===== src/shared/line_cycle_energy_defines.vh =====
// Register map, field positions and constants of the metering block.
// Assumes inclusion by bare name from the design file; definitions only.
`ifndef LINE_CYCLE_ENERGY_DEFINES_VH
`define LINE_CYCLE_ENERGY_DEFINES_VH

// Register indices; byte address is index times four
`define IDX_WAVEFORM_SOURCE_SELECT 8'h0d
`define IDX_ACCUMULATION_MODE_CONFIG 8'h0f
`define IDX_METERING_IRQ_ENABLE_3 8'hdb
`define IDX_METERING_IRQ_STATUS_3 8'hde
`define IDX_HALF_CYCLE_COUNT 8'he0
`define IDX_REACTIVE_GAIN 8'he1
`define IDX_REACTIVE_OFFSET 8'he2
`define IDX_ACTIVE_GAIN 8'he3
`define IDX_ENERGY_DIVIDER 8'he4
`define IDX_LINE_CYCLE_ENERGY_RESULT 8'he5
`define IDX_WAVEFORM_SAMPLE 8'he6
`define IDX_ACTIVE_ENERGY 8'he7

// Field positions
`define ACC_POS_BIT 0
`define ACC_ABS_BIT 1
`define IRQ_CYCLE_END_BIT 2
`define IRQ_WAVE_BIT 5
`define WAV_SEL_LO 0
`define WAV_SEL_HI 1
`define WAV_RATE_LO 2
`define WAV_RATE_HI 3
`define WAV_SEL_REACTIVE 2'h2
`define WAV_SEL_ACTIVE 2'h1

// Reset values
`define RST_HALF_CYCLE_COUNT 16'hffff
`define RST_BYTE 8'h00

// Scaling
`define GAIN_SHIFT 12
`define OFFSET_SHIFT 8
`define LPF_SHIFT 4

// AXI responses
`define RESP_OKAY 2'h0
`define RESP_SLVERR 2'h2

`endif


===== src/design/line_cycle_energy_and_var_calc.v =====
// Metering datapath: energy pulse, line-cycle energy, reactive power.
// Assumes sample strobes on aclk and an asynchronous crossing pin.
//
// Design decision made here: the AXI4-Lite slave port.
`default_nettype none
`include "line_cycle_energy_defines.vh"

module line_cycle_energy_and_var_calc #(
    parameter SW = 24,
    parameter ACCW = 49,
    parameter PULSE_BIT = 40,
    parameter PULSE_LEN = 16
) (
    input wire aclk,
    input wire aresetn,
    input wire [31:0] s_axi_awaddr,
    input wire s_axi_awvalid,
    output reg s_axi_awready,
    input wire [31:0] s_axi_wdata,
    input wire [3:0] s_axi_wstrb,
    input wire s_axi_wvalid,
    output reg s_axi_wready,
    output reg [1:0] s_axi_bresp,
    output reg s_axi_bvalid,
    input wire s_axi_bready,
    input wire [31:0] s_axi_araddr,
    input wire s_axi_arvalid,
    output reg s_axi_arready,
    output reg [31:0] s_axi_rdata,
    output reg [1:0] s_axi_rresp,
    output reg s_axi_rvalid,
    input wire s_axi_rready,
    input wire sample_valid,
    input wire [SW-1:0] active_power_in,
    input wire [SW-1:0] voltage_in,
    input wire [SW-1:0] current_shifted_in,
    input wire zero_cross_pin,
    output reg energy_pulse_output_n,
    output reg metering_irq
);

    // Registers
    reg [7:0] waveform_source_select_r;
    reg [7:0] accumulation_mode_config_r;
    reg [7:0] metering_irq_enable_3_r;
    reg [7:0] metering_irq_status_3_r;
    reg [15:0] half_cycle_count_r;
    reg [11:0] reactive_gain_r;
    reg [15:0] reactive_offset_r;
    reg [11:0] active_gain_r;
    reg [7:0] energy_divider_r;
    reg [23:0] line_cycle_energy_result_r;
    reg [23:0] waveform_sample_r;
    reg [ACCW-1:0] energy_acc_r;
    reg [ACCW-1:0] line_acc_r;
    reg [15:0] half_cycles_seen_r;
    reg line_armed_r;
    reg [7:0] div_cnt_r;
    reg [SW+3:0] var_lpf_r;
    reg [SW-1:0] var_out_r;
    reg [SW-1:0] act_gained_r;
    reg [7:0] pulse_cnt_r;
    reg pulse_src_r;
    reg [4:0] wav_div_r;
    reg zc_meta_r, zc_sync_r, zc_prev_r;

    // Write channel latches: address and data accepted independently
    reg aw_have_r, w_have_r;
    reg [7:0] aw_idx_r;
    reg [31:0] w_data_r;
    reg [3:0] w_strb_r;

    // Byte address to register index
    function [7:0] addr_to_idx;
        input [31:0] a;
        begin
            addr_to_idx = a[9:2];
        end
    endfunction

    function is_mapped;
        input [7:0] i;
        begin
            case (i)
                `IDX_WAVEFORM_SOURCE_SELECT, `IDX_ACCUMULATION_MODE_CONFIG,
                `IDX_METERING_IRQ_ENABLE_3, `IDX_METERING_IRQ_STATUS_3,
                `IDX_HALF_CYCLE_COUNT, `IDX_REACTIVE_GAIN, `IDX_REACTIVE_OFFSET,
                `IDX_ACTIVE_GAIN, `IDX_ENERGY_DIVIDER, `IDX_LINE_CYCLE_ENERGY_RESULT,
                `IDX_WAVEFORM_SAMPLE, `IDX_ACTIVE_ENERGY: is_mapped = 1'b1;
                default: is_mapped = 1'b0;
            endcase
        end
    endfunction

    // Signed gain: x * (1 + g / 4096); same shift for both gains
    function [SW-1:0] apply_gain;
        input [SW-1:0] x;
        input [11:0] g;
        reg signed [SW+12:0] p;
        begin
            p = $signed(x) * $signed(g);
            apply_gain = x + p[SW+`GAIN_SHIFT-1:`GAIN_SHIFT];
        end
    endfunction

    wire wr_fire = aw_have_r && w_have_r && !s_axi_bvalid;
    wire [7:0] wr_idx = aw_idx_r;
    wire wr_byte0 = wr_fire && w_strb_r[0];
    wire wr_byte1 = wr_fire && w_strb_r[1];
    wire zc_event = zc_sync_r && !zc_prev_r;

    // Zero crossing pin through two flops, then rising-edge detect
    always @(posedge aclk) begin
        if (!aresetn) begin
            zc_meta_r <= 1'b0;
            zc_sync_r <= 1'b0;
            zc_prev_r <= 1'b0;
        end else begin
            zc_meta_r <= zero_cross_pin;
            zc_sync_r <= zc_meta_r;
            zc_prev_r <= zc_sync_r;
        end
    end

    // Active power after gain, then mode shaping
    wire [SW-1:0] act_g = apply_gain(active_power_in, active_gain_r);
    wire act_neg = act_g[SW-1];
    wire [SW-1:0] act_mag = act_neg ? (~act_g + {{(SW-1){1'b0}}, 1'b1}) : act_g;
    reg [SW-1:0] act_mode;
    always @* begin
        // Positive-only wins when both set: more restrictive
        if (accumulation_mode_config_r[`ACC_POS_BIT])
            act_mode = act_neg ? {SW{1'b0}} : act_g;
        else if (accumulation_mode_config_r[`ACC_ABS_BIT])
            act_mode = act_mag;
        else
            act_mode = act_g;
    end

    // Divider: one sample in N strobes, zero acts as one
    wire [7:0] div_n = (energy_divider_r == 8'h00) ? 8'h01 : energy_divider_r;
    wire div_last = sample_valid && (div_cnt_r + 8'h01 >= div_n);
    wire [SW-1:0] div_in = act_mode;
    always @(posedge aclk) begin
        if (!aresetn) begin
            div_cnt_r <= 8'h00;
        end else if (sample_valid) begin
            // Decimation scales energy by 1/N
            if (div_last)
                div_cnt_r <= 8'h00;
            else
                div_cnt_r <= div_cnt_r + 8'h01;
        end
    end
    wire acc_step = div_last;
    wire [ACCW-1:0] acc_add = {{(ACCW-SW){div_in[SW-1]}}, div_in};

    // Both accumulators share acc_add: equal LSB weight
    wire period_end = zc_event && line_armed_r && (half_cycles_seen_r + 16'h0001 >= half_cycle_count_r);
    wire count_write = wr_byte0 && (wr_idx == `IDX_HALF_CYCLE_COUNT);
    always @(posedge aclk) begin
        if (!aresetn) begin
            energy_acc_r <= {ACCW{1'b0}};
            line_acc_r <= {ACCW{1'b0}};
            half_cycles_seen_r <= 16'h0000;
            line_armed_r <= 1'b0;
            line_cycle_energy_result_r <= 24'h000000;
        end else begin
            if (acc_step)
                energy_acc_r <= energy_acc_r + acc_add;
            if (count_write) begin
                line_cycle_energy_result_r <= 24'h000000;
                line_acc_r <= {ACCW{1'b0}};
                half_cycles_seen_r <= 16'h0000;
                line_armed_r <= 1'b0;
            end else if (zc_event && !line_armed_r) begin
                // First crossing after a count write opens a period
                line_armed_r <= 1'b1;
                line_acc_r <= {ACCW{1'b0}};
                half_cycles_seen_r <= 16'h0000;
            end else if (period_end) begin
                // Result overwritten even if unread; new period starts now
                line_cycle_energy_result_r <= line_acc_r[ACCW-1:ACCW-24];
                line_acc_r <= acc_step ? acc_add : {ACCW{1'b0}};
                half_cycles_seen_r <= 16'h0000;
            end else begin
                if (acc_step && line_armed_r)
                    line_acc_r <= line_acc_r + acc_add;
                if (zc_event)
                    half_cycles_seen_r <= half_cycles_seen_r + 16'h0001;
            end
        end
    end

    // Pulse on a toggle of the chosen energy bit while no pulse is running
    always @(posedge aclk) begin
        if (!aresetn) begin
            pulse_src_r <= 1'b0;
            pulse_cnt_r <= 8'h00;
            energy_pulse_output_n <= 1'b1;
        end else begin
            pulse_src_r <= energy_acc_r[PULSE_BIT];
            if (pulse_src_r != energy_acc_r[PULSE_BIT] && pulse_cnt_r == 8'h00)
                pulse_cnt_r <= PULSE_LEN[7:0];
            else if (pulse_cnt_r != 8'h00)
                pulse_cnt_r <= pulse_cnt_r - 8'h01;
            energy_pulse_output_n <= (pulse_cnt_r == 8'h00);
        end
    end

    // Reactive: product, then one-pole low-pass; the active path has none
    wire signed [2*SW-1:0] q_prod = $signed(voltage_in) * $signed(current_shifted_in);
    wire [SW+3:0] q_inst = {{4{q_prod[2*SW-2]}}, q_prod[2*SW-2:SW-1]};
    wire [SW+3:0] lpf_step = $signed(q_inst - var_lpf_r) >>> `LPF_SHIFT;
    wire [SW-1:0] var_filt = var_lpf_r[SW-1:0];
    wire [SW-1:0] var_gained = apply_gain(var_filt, reactive_gain_r);
    // Offset in 1/256 LSB units: arithmetic shift drops the fraction
    wire [SW-1:0] var_ofs = {{(SW-8){reactive_offset_r[15]}}, reactive_offset_r[15:`OFFSET_SHIFT]};
    always @(posedge aclk) begin
        if (!aresetn) begin
            var_lpf_r <= {(SW+4){1'b0}};
            var_out_r <= {SW{1'b0}};
            act_gained_r <= {SW{1'b0}};
        end else if (sample_valid) begin
            var_lpf_r <= var_lpf_r + lpf_step;
            var_out_r <= var_gained + var_ofs;
            act_gained_r <= act_g;
        end
    end

    // Waveform sample at strobe rate divided by 1, 2, 4 or 8
    wire [1:0] wav_rate = waveform_source_select_r[`WAV_RATE_HI:`WAV_RATE_LO];
    wire [4:0] wav_mask = (5'h01 << wav_rate) - 5'h01;
    always @(posedge aclk) begin
        if (!aresetn) begin
            wav_div_r <= 5'h00;
            waveform_sample_r <= 24'h000000;
        end else if (sample_valid) begin
            wav_div_r <= (wav_div_r + 5'h01) & wav_mask;
            if (wav_div_r == 5'h00 && metering_irq_enable_3_r[`IRQ_WAVE_BIT]) begin
                case (waveform_source_select_r[`WAV_SEL_HI:`WAV_SEL_LO])
                    `WAV_SEL_REACTIVE: waveform_sample_r <= var_out_r;
                    `WAV_SEL_ACTIVE: waveform_sample_r <= act_gained_r;
                    default: waveform_sample_r <= waveform_sample_r;
                endcase
            end
        end
    end

    // AXI write path, config registers and sticky status
    always @(posedge aclk) begin
        if (!aresetn) begin
            aw_have_r <= 1'b0;
            w_have_r <= 1'b0;
            aw_idx_r <= 8'h00;
            w_data_r <= 32'h00000000;
            w_strb_r <= 4'h0;
            s_axi_awready <= 1'b0;
            s_axi_wready <= 1'b0;
            s_axi_bvalid <= 1'b0;
            s_axi_bresp <= `RESP_OKAY;
            waveform_source_select_r <= `RST_BYTE;
            accumulation_mode_config_r <= `RST_BYTE;
            metering_irq_enable_3_r <= `RST_BYTE;
            metering_irq_status_3_r <= `RST_BYTE;
            half_cycle_count_r <= `RST_HALF_CYCLE_COUNT;
            reactive_gain_r <= 12'h000;
            reactive_offset_r <= 16'h0000;
            active_gain_r <= 12'h000;
            energy_divider_r <= `RST_BYTE;
            metering_irq <= 1'b0;
        end else begin
            s_axi_awready <= !aw_have_r && !s_axi_awready && s_axi_awvalid;
            s_axi_wready <= !w_have_r && !s_axi_wready && s_axi_wvalid;
            if (s_axi_awvalid && s_axi_awready) begin
                aw_have_r <= 1'b1;
                aw_idx_r <= addr_to_idx(s_axi_awaddr);
            end
            if (s_axi_wvalid && s_axi_wready) begin
                w_have_r <= 1'b1;
                w_data_r <= s_axi_wdata;
                w_strb_r <= s_axi_wstrb;
            end
            if (wr_fire) begin
                aw_have_r <= 1'b0;
                w_have_r <= 1'b0;
                s_axi_bvalid <= 1'b1;
                s_axi_bresp <= is_mapped(wr_idx) ? `RESP_OKAY : `RESP_SLVERR;
            end else if (s_axi_bvalid && s_axi_bready) begin
                s_axi_bvalid <= 1'b0;
            end
            if (wr_byte0) begin
                case (wr_idx)
                    `IDX_WAVEFORM_SOURCE_SELECT: waveform_source_select_r <= w_data_r[7:0];
                    `IDX_ACCUMULATION_MODE_CONFIG: accumulation_mode_config_r <= w_data_r[7:0];
                    `IDX_METERING_IRQ_ENABLE_3: metering_irq_enable_3_r <= w_data_r[7:0];
                    `IDX_ENERGY_DIVIDER: energy_divider_r <= w_data_r[7:0];
                    `IDX_HALF_CYCLE_COUNT: half_cycle_count_r[7:0] <= w_data_r[7:0];
                    `IDX_REACTIVE_GAIN: reactive_gain_r[7:0] <= w_data_r[7:0];
                    `IDX_REACTIVE_OFFSET: reactive_offset_r[7:0] <= w_data_r[7:0];
                    `IDX_ACTIVE_GAIN: active_gain_r[7:0] <= w_data_r[7:0];
                    default: ;
                endcase
            end
            if (wr_byte1) begin
                case (wr_idx)
                    `IDX_HALF_CYCLE_COUNT: half_cycle_count_r[15:8] <= w_data_r[15:8];
                    `IDX_REACTIVE_GAIN: reactive_gain_r[11:8] <= w_data_r[11:8];
                    `IDX_REACTIVE_OFFSET: reactive_offset_r[15:8] <= w_data_r[15:8];
                    `IDX_ACTIVE_GAIN: active_gain_r[11:8] <= w_data_r[11:8];
                    default: ;
                endcase
            end
            // Status: write one to clear; a period end wins
            if (wr_byte0 && wr_idx == `IDX_METERING_IRQ_STATUS_3)
                metering_irq_status_3_r[`IRQ_CYCLE_END_BIT] <= period_end ||
                    (metering_irq_status_3_r[`IRQ_CYCLE_END_BIT] && !w_data_r[`IRQ_CYCLE_END_BIT]);
            else if (period_end)
                metering_irq_status_3_r[`IRQ_CYCLE_END_BIT] <= 1'b1;
            metering_irq <= metering_irq_status_3_r[`IRQ_CYCLE_END_BIT] &&
                metering_irq_enable_3_r[`IRQ_CYCLE_END_BIT];
        end
    end

    // Read data mux
    reg [31:0] rd_mux;
    always @* begin
        case (addr_to_idx(s_axi_araddr))
            `IDX_WAVEFORM_SOURCE_SELECT: rd_mux = {24'h0, waveform_source_select_r};
            `IDX_ACCUMULATION_MODE_CONFIG: rd_mux = {24'h0, accumulation_mode_config_r};
            `IDX_METERING_IRQ_ENABLE_3: rd_mux = {24'h0, metering_irq_enable_3_r};
            `IDX_METERING_IRQ_STATUS_3: rd_mux = {24'h0, metering_irq_status_3_r};
            `IDX_HALF_CYCLE_COUNT: rd_mux = {16'h0, half_cycle_count_r};
            `IDX_REACTIVE_GAIN: rd_mux = {20'h0, reactive_gain_r};
            `IDX_REACTIVE_OFFSET: rd_mux = {16'h0, reactive_offset_r};
            `IDX_ACTIVE_GAIN: rd_mux = {20'h0, active_gain_r};
            `IDX_ENERGY_DIVIDER: rd_mux = {24'h0, energy_divider_r};
            `IDX_LINE_CYCLE_ENERGY_RESULT: rd_mux = {8'h00, line_cycle_energy_result_r};
            `IDX_WAVEFORM_SAMPLE: rd_mux = {8'h00, waveform_sample_r};
            `IDX_ACTIVE_ENERGY: rd_mux = {8'h00, energy_acc_r[ACCW-1:ACCW-24]};
            default: rd_mux = 32'h0;
        endcase
    end

    // AXI read path: one-cycle arready, data the cycle after
    always @(posedge aclk) begin
        if (!aresetn) begin
            s_axi_arready <= 1'b0;
            s_axi_rvalid <= 1'b0;
            s_axi_rdata <= 32'h00000000;
            s_axi_rresp <= `RESP_OKAY;
        end else begin
            s_axi_arready <= s_axi_arvalid && !s_axi_arready && !s_axi_rvalid;
            if (s_axi_arvalid && s_axi_arready) begin
                s_axi_rvalid <= 1'b1;
                s_axi_rdata <= rd_mux;
                s_axi_rresp <= is_mapped(addr_to_idx(s_axi_araddr)) ? `RESP_OKAY : `RESP_SLVERR;
            end else if (s_axi_rvalid && s_axi_rready) begin
                s_axi_rvalid <= 1'b0;
            end
        end
    end

endmodule
`default_nettype wire


===== config.mk =====
export PLATFORM = sky130hd
export DESIGN_NAME = line_cycle_energy_and_var_calc
export DESIGN_NICKNAME = d
export VERILOG_FILES = /design/src/design/line_cycle_energy_and_var_calc.v
export VERILOG_INCLUDE_DIRS = /design/src /design/src/shared
export SDC_FILE = /design/constraint.sdc
export NUM_CORES = 2
export LEC_CHECK = 0
export ABC_AREA = 1
export BUFFER_PORTS_ARGS = -buffer_cell sky130_fd_sc_hd__buf_2
export CORE_ASPECT_RATIO = 0.6
export CORE_MARGIN = 2
export CORE_UTILIZATION = 50
export CTS_BUF_LIST = sky130_fd_sc_hd__clkbuf_4
export CTS_CLUSTER_DIAMETER = 100
export CTS_CLUSTER_SIZE = 25
export DETAILED_ROUTE_END_ITERATION = 10
export GPL_ROUTABILITY_DRIVEN = 0
export PLACE_DENSITY = 0.63
export SYNTH_ARGS = -nofsm -noshare
export SYNTH_HDL_FRONTEND = slang
export SYNTH_SLANG_ARGS = --single-unit

===== constraint.sdc =====
create_clock -name aclk -period 20.5 [get_ports aclk]
set_clock_uncertainty 0.15 [all_clocks]
set_input_delay 3.075 -clock aclk [delete_from_list [all_inputs] [get_ports aclk]]
set_output_delay 3.075 -clock aclk [all_outputs]
set_load 0.05 [all_outputs]

Yosys cells after proc, flatten, opt, wreduce, memory -nomap -nowiden
Cells that the tools add are included.

Bits of input ports: 181. Bits in registers: 424. Output and inout bits: 43. Logic and storage cells: 191.

Multipliers: 3. Bitwise gates (word level): 4. Add/sub/neg operators: 13. Shift operators: 1. Multiplexer cells: 27. Reductions and logical operators: 69. Equality and inequality tests: 27. $lt $le $gt $ge: 2.

Operators with widths (count): $pmux 24 s12 (1); $eq 8x8->1 const B (20); $mux 49 (3); $add 49x49->49 (2); $add 24x24->24 (3); $mul 24x12->36 (2); $mux 24 (3); $pmux 24 s2 (1); $mul 24x24->47 (1); $eq 8x4->1 const B (4); $add 28x28->28 (1); $sub 28x28->28 (1); $logic_and 1x1->1 (27); $reduce_and 2->1 (13); $add 24x1->24 const B (1); $not 24->24 (1); $reduce_or 12->1 (2); $mux 23 (1); $add 16x1->16 const B (1); $ge 16x16->1 (1); $logic_not 8->1 (2); $mux 8 (2); $mux 1 (12); $reduce_bool 2->1 (6); 21 further kinds (35).

Longest topological paths before layout
Depth after elaboration: 10. Depth in mapped cells: 67. Gate-level depth less buffers: 64.

Least setup slack after synthesis
OpenSTA, ideal clock, no wires.

Path kind: input -> register. Start point: in active_power_in[6]. End point: reg energy_acc_r[47]. Buffers on the path: 1. Required time: 20.234 ns. Setup slack: 7.998 ns. Stages: 51. Data arrival time: 12.236 ns. Library setup time: 0.116 ns. Cell sequence: clkbuf_1 > nand2_1 > fa_1 > inv_1 > fa_1 > fa_1 > fa_1 > inv_1 > fa_1 > inv_1 > ha_1 > a21oi_1 > o21ai_0 > a21oi_1 > nand2_1 > nand2_1 > nand2_1 > a21boi_0 > (+15 left out) > nand4_1 > a21oi_2 > nand2_1 > inv_1 > ha_1 > a21oi_1 > a21boi_0 > o21ai_0 > a31oi_1 > nand3_1 > nand2_1 > o211ai_1 > a21oi_1 > inv_1 > nand2_1 > nand3_1 > o211ai_1 > inv_1.

Longest elaborated chain between the ends: 8. Elaborated cells between the ends (all ways): 9. Those cells by class: add/sub (3); mul (1); mux (4); bitwise (1).

RTL lines: from (decl) (RTL line line_cycle_energy_and_var_calc.v:34) `input wire [SW-1:0] active_power_in,`; $mul 24x12->36 (RTL line line_cycle_energy_and_var_calc.v:101) `p = $signed(x) * $signed(g);`; $add 24x24->24 (*) (RTL line line_cycle_energy_and_var_calc.v:102) `` apply_gain = x + p[SW+`GAIN_SHIFT-1:`GAIN_SHIFT]; ``; $not 24->24 (RTL line line_cycle_energy_and_var_calc.v:128) `wire [SW-1:0] act_mag = act_neg ? (~act_g + {{(SW-1){1'b0}}, 1'b1}) : act_g;`; $add 24x1->24 (RTL line line_cycle_energy_and_var_calc.v:128); $mux 24 (RTL line line_cycle_energy_and_var_calc.v:128); $mux 24 (RTL line line_cycle_energy_and_var_calc.v:134) `` else if (accumulation_mode_config_r[`ACC_ABS_BIT]) ``; $mux 24 (*) (RTL line line_cycle_energy_and_var_calc.v:132) `` if (accumulation_mode_config_r[`ACC_POS_BIT]) ``; $add 49x49->49 (*) (RTL line line_cycle_energy_and_var_calc.v:170) `energy_acc_r <= energy_acc_r + acc_add;`; to (signal assigned) (RTL line line_cycle_energy_and_var_calc.v:163) `energy_acc_r <= {ACCW{1'b0}};`; to (signal assigned) (RTL line line_cycle_energy_and_var_calc.v:170); to (decl) (RTL line line_cycle_energy_and_var_calc.v:54) `reg [ACCW-1:0] energy_acc_r;`.

Every way passes the cells marked *; elsewhere a longest branch is shown, timed or not. A chain may end at the register's enable or synchronous reset.

Worst setup path in the final report
Start point: in active_power_in[6]. End point: reg line_acc_r[41].

Longest elaborated chain between the ends: 10. Elaborated cells between the ends (all ways): 12. Those cells by class: add/sub (3); mul (1); mux (7); bitwise (1).

RTL lines: $mul 24x12->36 (RTL line line_cycle_energy_and_var_calc.v:101); $add 24x24->24 (*) (RTL line line_cycle_energy_and_var_calc.v:102); $not 24->24 (RTL line line_cycle_energy_and_var_calc.v:128); $add 24x1->24 (RTL line line_cycle_energy_and_var_calc.v:128); $mux 24 (RTL line line_cycle_energy_and_var_calc.v:128); $mux 24 (RTL line line_cycle_energy_and_var_calc.v:134); $mux 24 (*) (RTL line line_cycle_energy_and_var_calc.v:132); $add 49x49->49 (RTL line line_cycle_energy_and_var_calc.v:188) `line_acc_r <= line_acc_r + acc_add;`; $mux 49 (RTL line line_cycle_energy_and_var_calc.v:187) `if (acc_step && line_armed_r)`; $mux 49 (*) (RTL line line_cycle_energy_and_var_calc.v:181) `end else if (period_end) begin`; to (signal assigned) (RTL line line_cycle_energy_and_var_calc.v:179) `line_acc_r <= {ACCW{1'b0}};`; to (signal assigned) (RTL line line_cycle_energy_and_var_calc.v:184) `line_acc_r <= acc_step ? acc_add : {ACCW{1'b0}};`; to (signal assigned) (RTL line line_cycle_energy_and_var_calc.v:188); to (decl) (RTL line line_cycle_energy_and_var_calc.v:55) `reg [ACCW-1:0] line_acc_r;`.

Every way passes the cells marked *; elsewhere a longest branch is shown, timed or not. The select of a mux whose other input is x is not followed.

==> metrics.yaml <==
timing:
  worstMarginPinSlew_ns: 1.317
  rsz0062_at_grt: "no"
  final_hold_viol_count: 0
  slew_violations: 0
  setup_tns_ns: 0
  clock.fmax_ghz: 0.07203
  post-route-period-util_pct: 67.73
  setup_viol: 0
  timing.slew.headroom_pct: 12.11
  min_period_ns: 13.88
detailed_routing:
  wl_per_cell_um: 19.00
  wl_mm: 208.6
  vias_per_cell: 5.464
  drcViolationCount: 0
  drt-initial-drc-count: 6275
  vias: 60010
  dr.pass1.iters: 6
  ant_nets: 0
worst_setup_path:
  crit_path_end_kind: "flop"
  worstSetupStartpointType: "primary input"
  slowest_stage: "nor2_2"
  critPathRequiredTime_ns: 21.14
  arrival_ns: 14.53
  cpPeakStageDelay_ns: 0.63
  critPathMaxFanout: 20
  crit_top_cell: "nand2_1"
  criticalPathCategory: "primary input to flop"
worst_hold_path:
  hp-class: "flop to flop"
clocking:
  cts_root_buf: "clkbuf_4"
  cts.path.max_buffers: 3
  cts_resized: 0
  cts_buffers: 21
  clock_sink_count: 414
  post_cts_buffers: 0
  ctsHoldBuffers: 0
  cts.clk_slew.worst_paths_ns: 0.31
  cts_tree: "done"
  htree_levels: 1
  clk_latency_ns: 1.00
global_route:
  grt_pass1_vias: 58710
  grt_pass1_wl_mm: 332.5
  antenna_found_initial: 3
  gr-total-overflow: 0
  grt_start_max_net_pins: 94
  grt.total_usage_pct: 29.73
synth:
  synthDistinctLibCells: 61
  synthCells: 9277
  avgSynthCellArea_um2: 7.439
  netlist_area_um2: 69010
  ys_ff_latch: 414
  ys_warn_count: 0
  synth_edf_count: 0
  yosysSeqAreaShare_pct: 12.01
  async_flop_share_pct: 0
  ys.flop_type: "dfxtp_1"
floorplanning:
  die_y_um: 291.8
  placementRows: 105
  initial_core_util_pct: 50.41
  die_x_um: 483.6
  ios: 224
  core-area_um2: 136900
  dieArea_um2: 141100
cells_and_area:
  drive_gt1_share_pct: 3.787
  area_growth_pct: 3.396
  multi_input_area_um2: 51460
  final_common_cell: "nand2_1"
  final_cell_mix: "2,157 x nand2_1, 2,101 x inv_1, 1,138 x fa_1"
  n_fill_cell: 13370
  register_area_um2: 8288
  nets: 10980
run:
  cap_violations: 0
placed_design:
  dp_hpwl_mm: 169.8
  port-buffer-count: 147
outcome:
  status: "complete, no violations"
==> cell type report <==
type / count / share of cell area [%]
clock buffers: 21 / 0.2209
multi-input cells: 6407 / 72.12
clock inverters: 5 / 0.09995
repair buffers: 205 / 1.645
diodes: 1 / 0.003507
well taps: 1819 / 3.190
flip-flops and latches: 414 / 11.62
inverters: 2111 / 11.11
==> state kept, by name (all words and copies together), names as in the netlist, 2 cells and up <==
register,cells
waveform_source_select_r,8
reactive_gain_r,12
energy_acc_r,49
var_out_r,24
div_cnt_r,8
w_data_r,16
pulse_cnt_r,8
waveform_sample_r,24
active_gain_r,12
s_axi_rdata,24
act_gained_r,24
energy_divider_r,8
metering_irq_enable_3_r,8
wav_div_r,5
accumulation_mode_config_r,8
aw_idx_r,8
reactive_offset_r,16
line_cycle_energy_result_r,24
var_lpf_r,28
half_cycle_count_r,16
half_cycles_seen_r,16
line_acc_r,49
w_strb_r,2
==> synth_stat cells, drive strengths merged (60+ instances only) <==
library cell	count	area, um2
dfxtp	414	8288
nand2	2169	8179
xnor2	60	525.5
nor3	64	340.3
ha	504	6306
xor2	141	1235
o21ai	449	2247
nand4	60	381.6
clkbuf	319	1197
fa	1138	22780
nand3	216	1101
or2	67	419.2
a21oi	658	3316
nor2	522	1989
inv	2107	7909
==> path summary, 6_finish.rpt <==
check | startpoint | to | slack, ns | depth (start not counted)
worst min-delay path | act_gained_r[20]$_SDFFE_PN0P_ | waveform_sample_r[20]$_SDFFE_PN0P_ | 0.29 | 2
worst min register to register | act_gained_r[20]$_SDFFE_PN0P_ | waveform_sample_r[20]$_SDFFE_PN0P_ | 0.29 | 2
worst max register to register | active_gain_r[11]$_SDFFE_PN0P_ | line_acc_r[41]$_SDFFE_PP0P_ | 7.92 | 52
worst max-delay path | active_power_in[6] | line_acc_r[41]$_SDFFE_PP0P_ | 6.62 | 53
==> cells by family (layout without fill, tap and decap cells) <==
group                      after synthesis  in the layout  share of synthesized area [%]
other                                    1             11                       0.005434
and+or+nand+nor                       3141           3141                          18.39
xor gates and xnor gates               201            201                          2.551
buffers and inverters                 2465           2342                          13.50
adders and majority gates             1642           1642                          42.15
DFF                                    414            414                          12.01
AOI/OAI and AO/OA                     1413           1413                          11.39
==> metrics by stage <==
step / setup slack, ns / utilization [%] / instances / hold WS (ns) / area, um2
CTS: 6.865 / 52.12 / 10980 / 0.2741 / 71350
finish: 6.616 / 52.12 / 10980 / 0.2875 / 71350
global placement: 6.062 / 51.96 / 10960 / 0.2643 / 71120
global route: 5.839 / 52.12 / 10980 / 0.3286 / 71350
detailed placement: 5.929 / 51.96 / 10960 / 0.2753 / 71120
floorplan: 7.998 / - / 9286 / 0.2405 / 69050
==> metal layers <==
layer  GRT usage (%)  vias to the layer above  wire length, um
li1                -                    27990                -
met1           47.69                    29100           100200
met2           40.99                     2744            81490
met3           6.385                      179            23570
met4           4.656                        0             3371
met5               0                        -                0
==> worst max-delay path, delay by kind of cell <==
family	cells	cell delay, ns
AND/OR/NAND/NOR	25	3.80
adder cells (fa/ha/maj)	8	3.51
AO/OA/AOI/OAI	13	3.09
buffers and inverters	6	0.66
XOR/XNOR	1	0.39
Power is not shown: default switching activity piles up to over one toggle a cycle in this logic, so the estimate is an artifact.
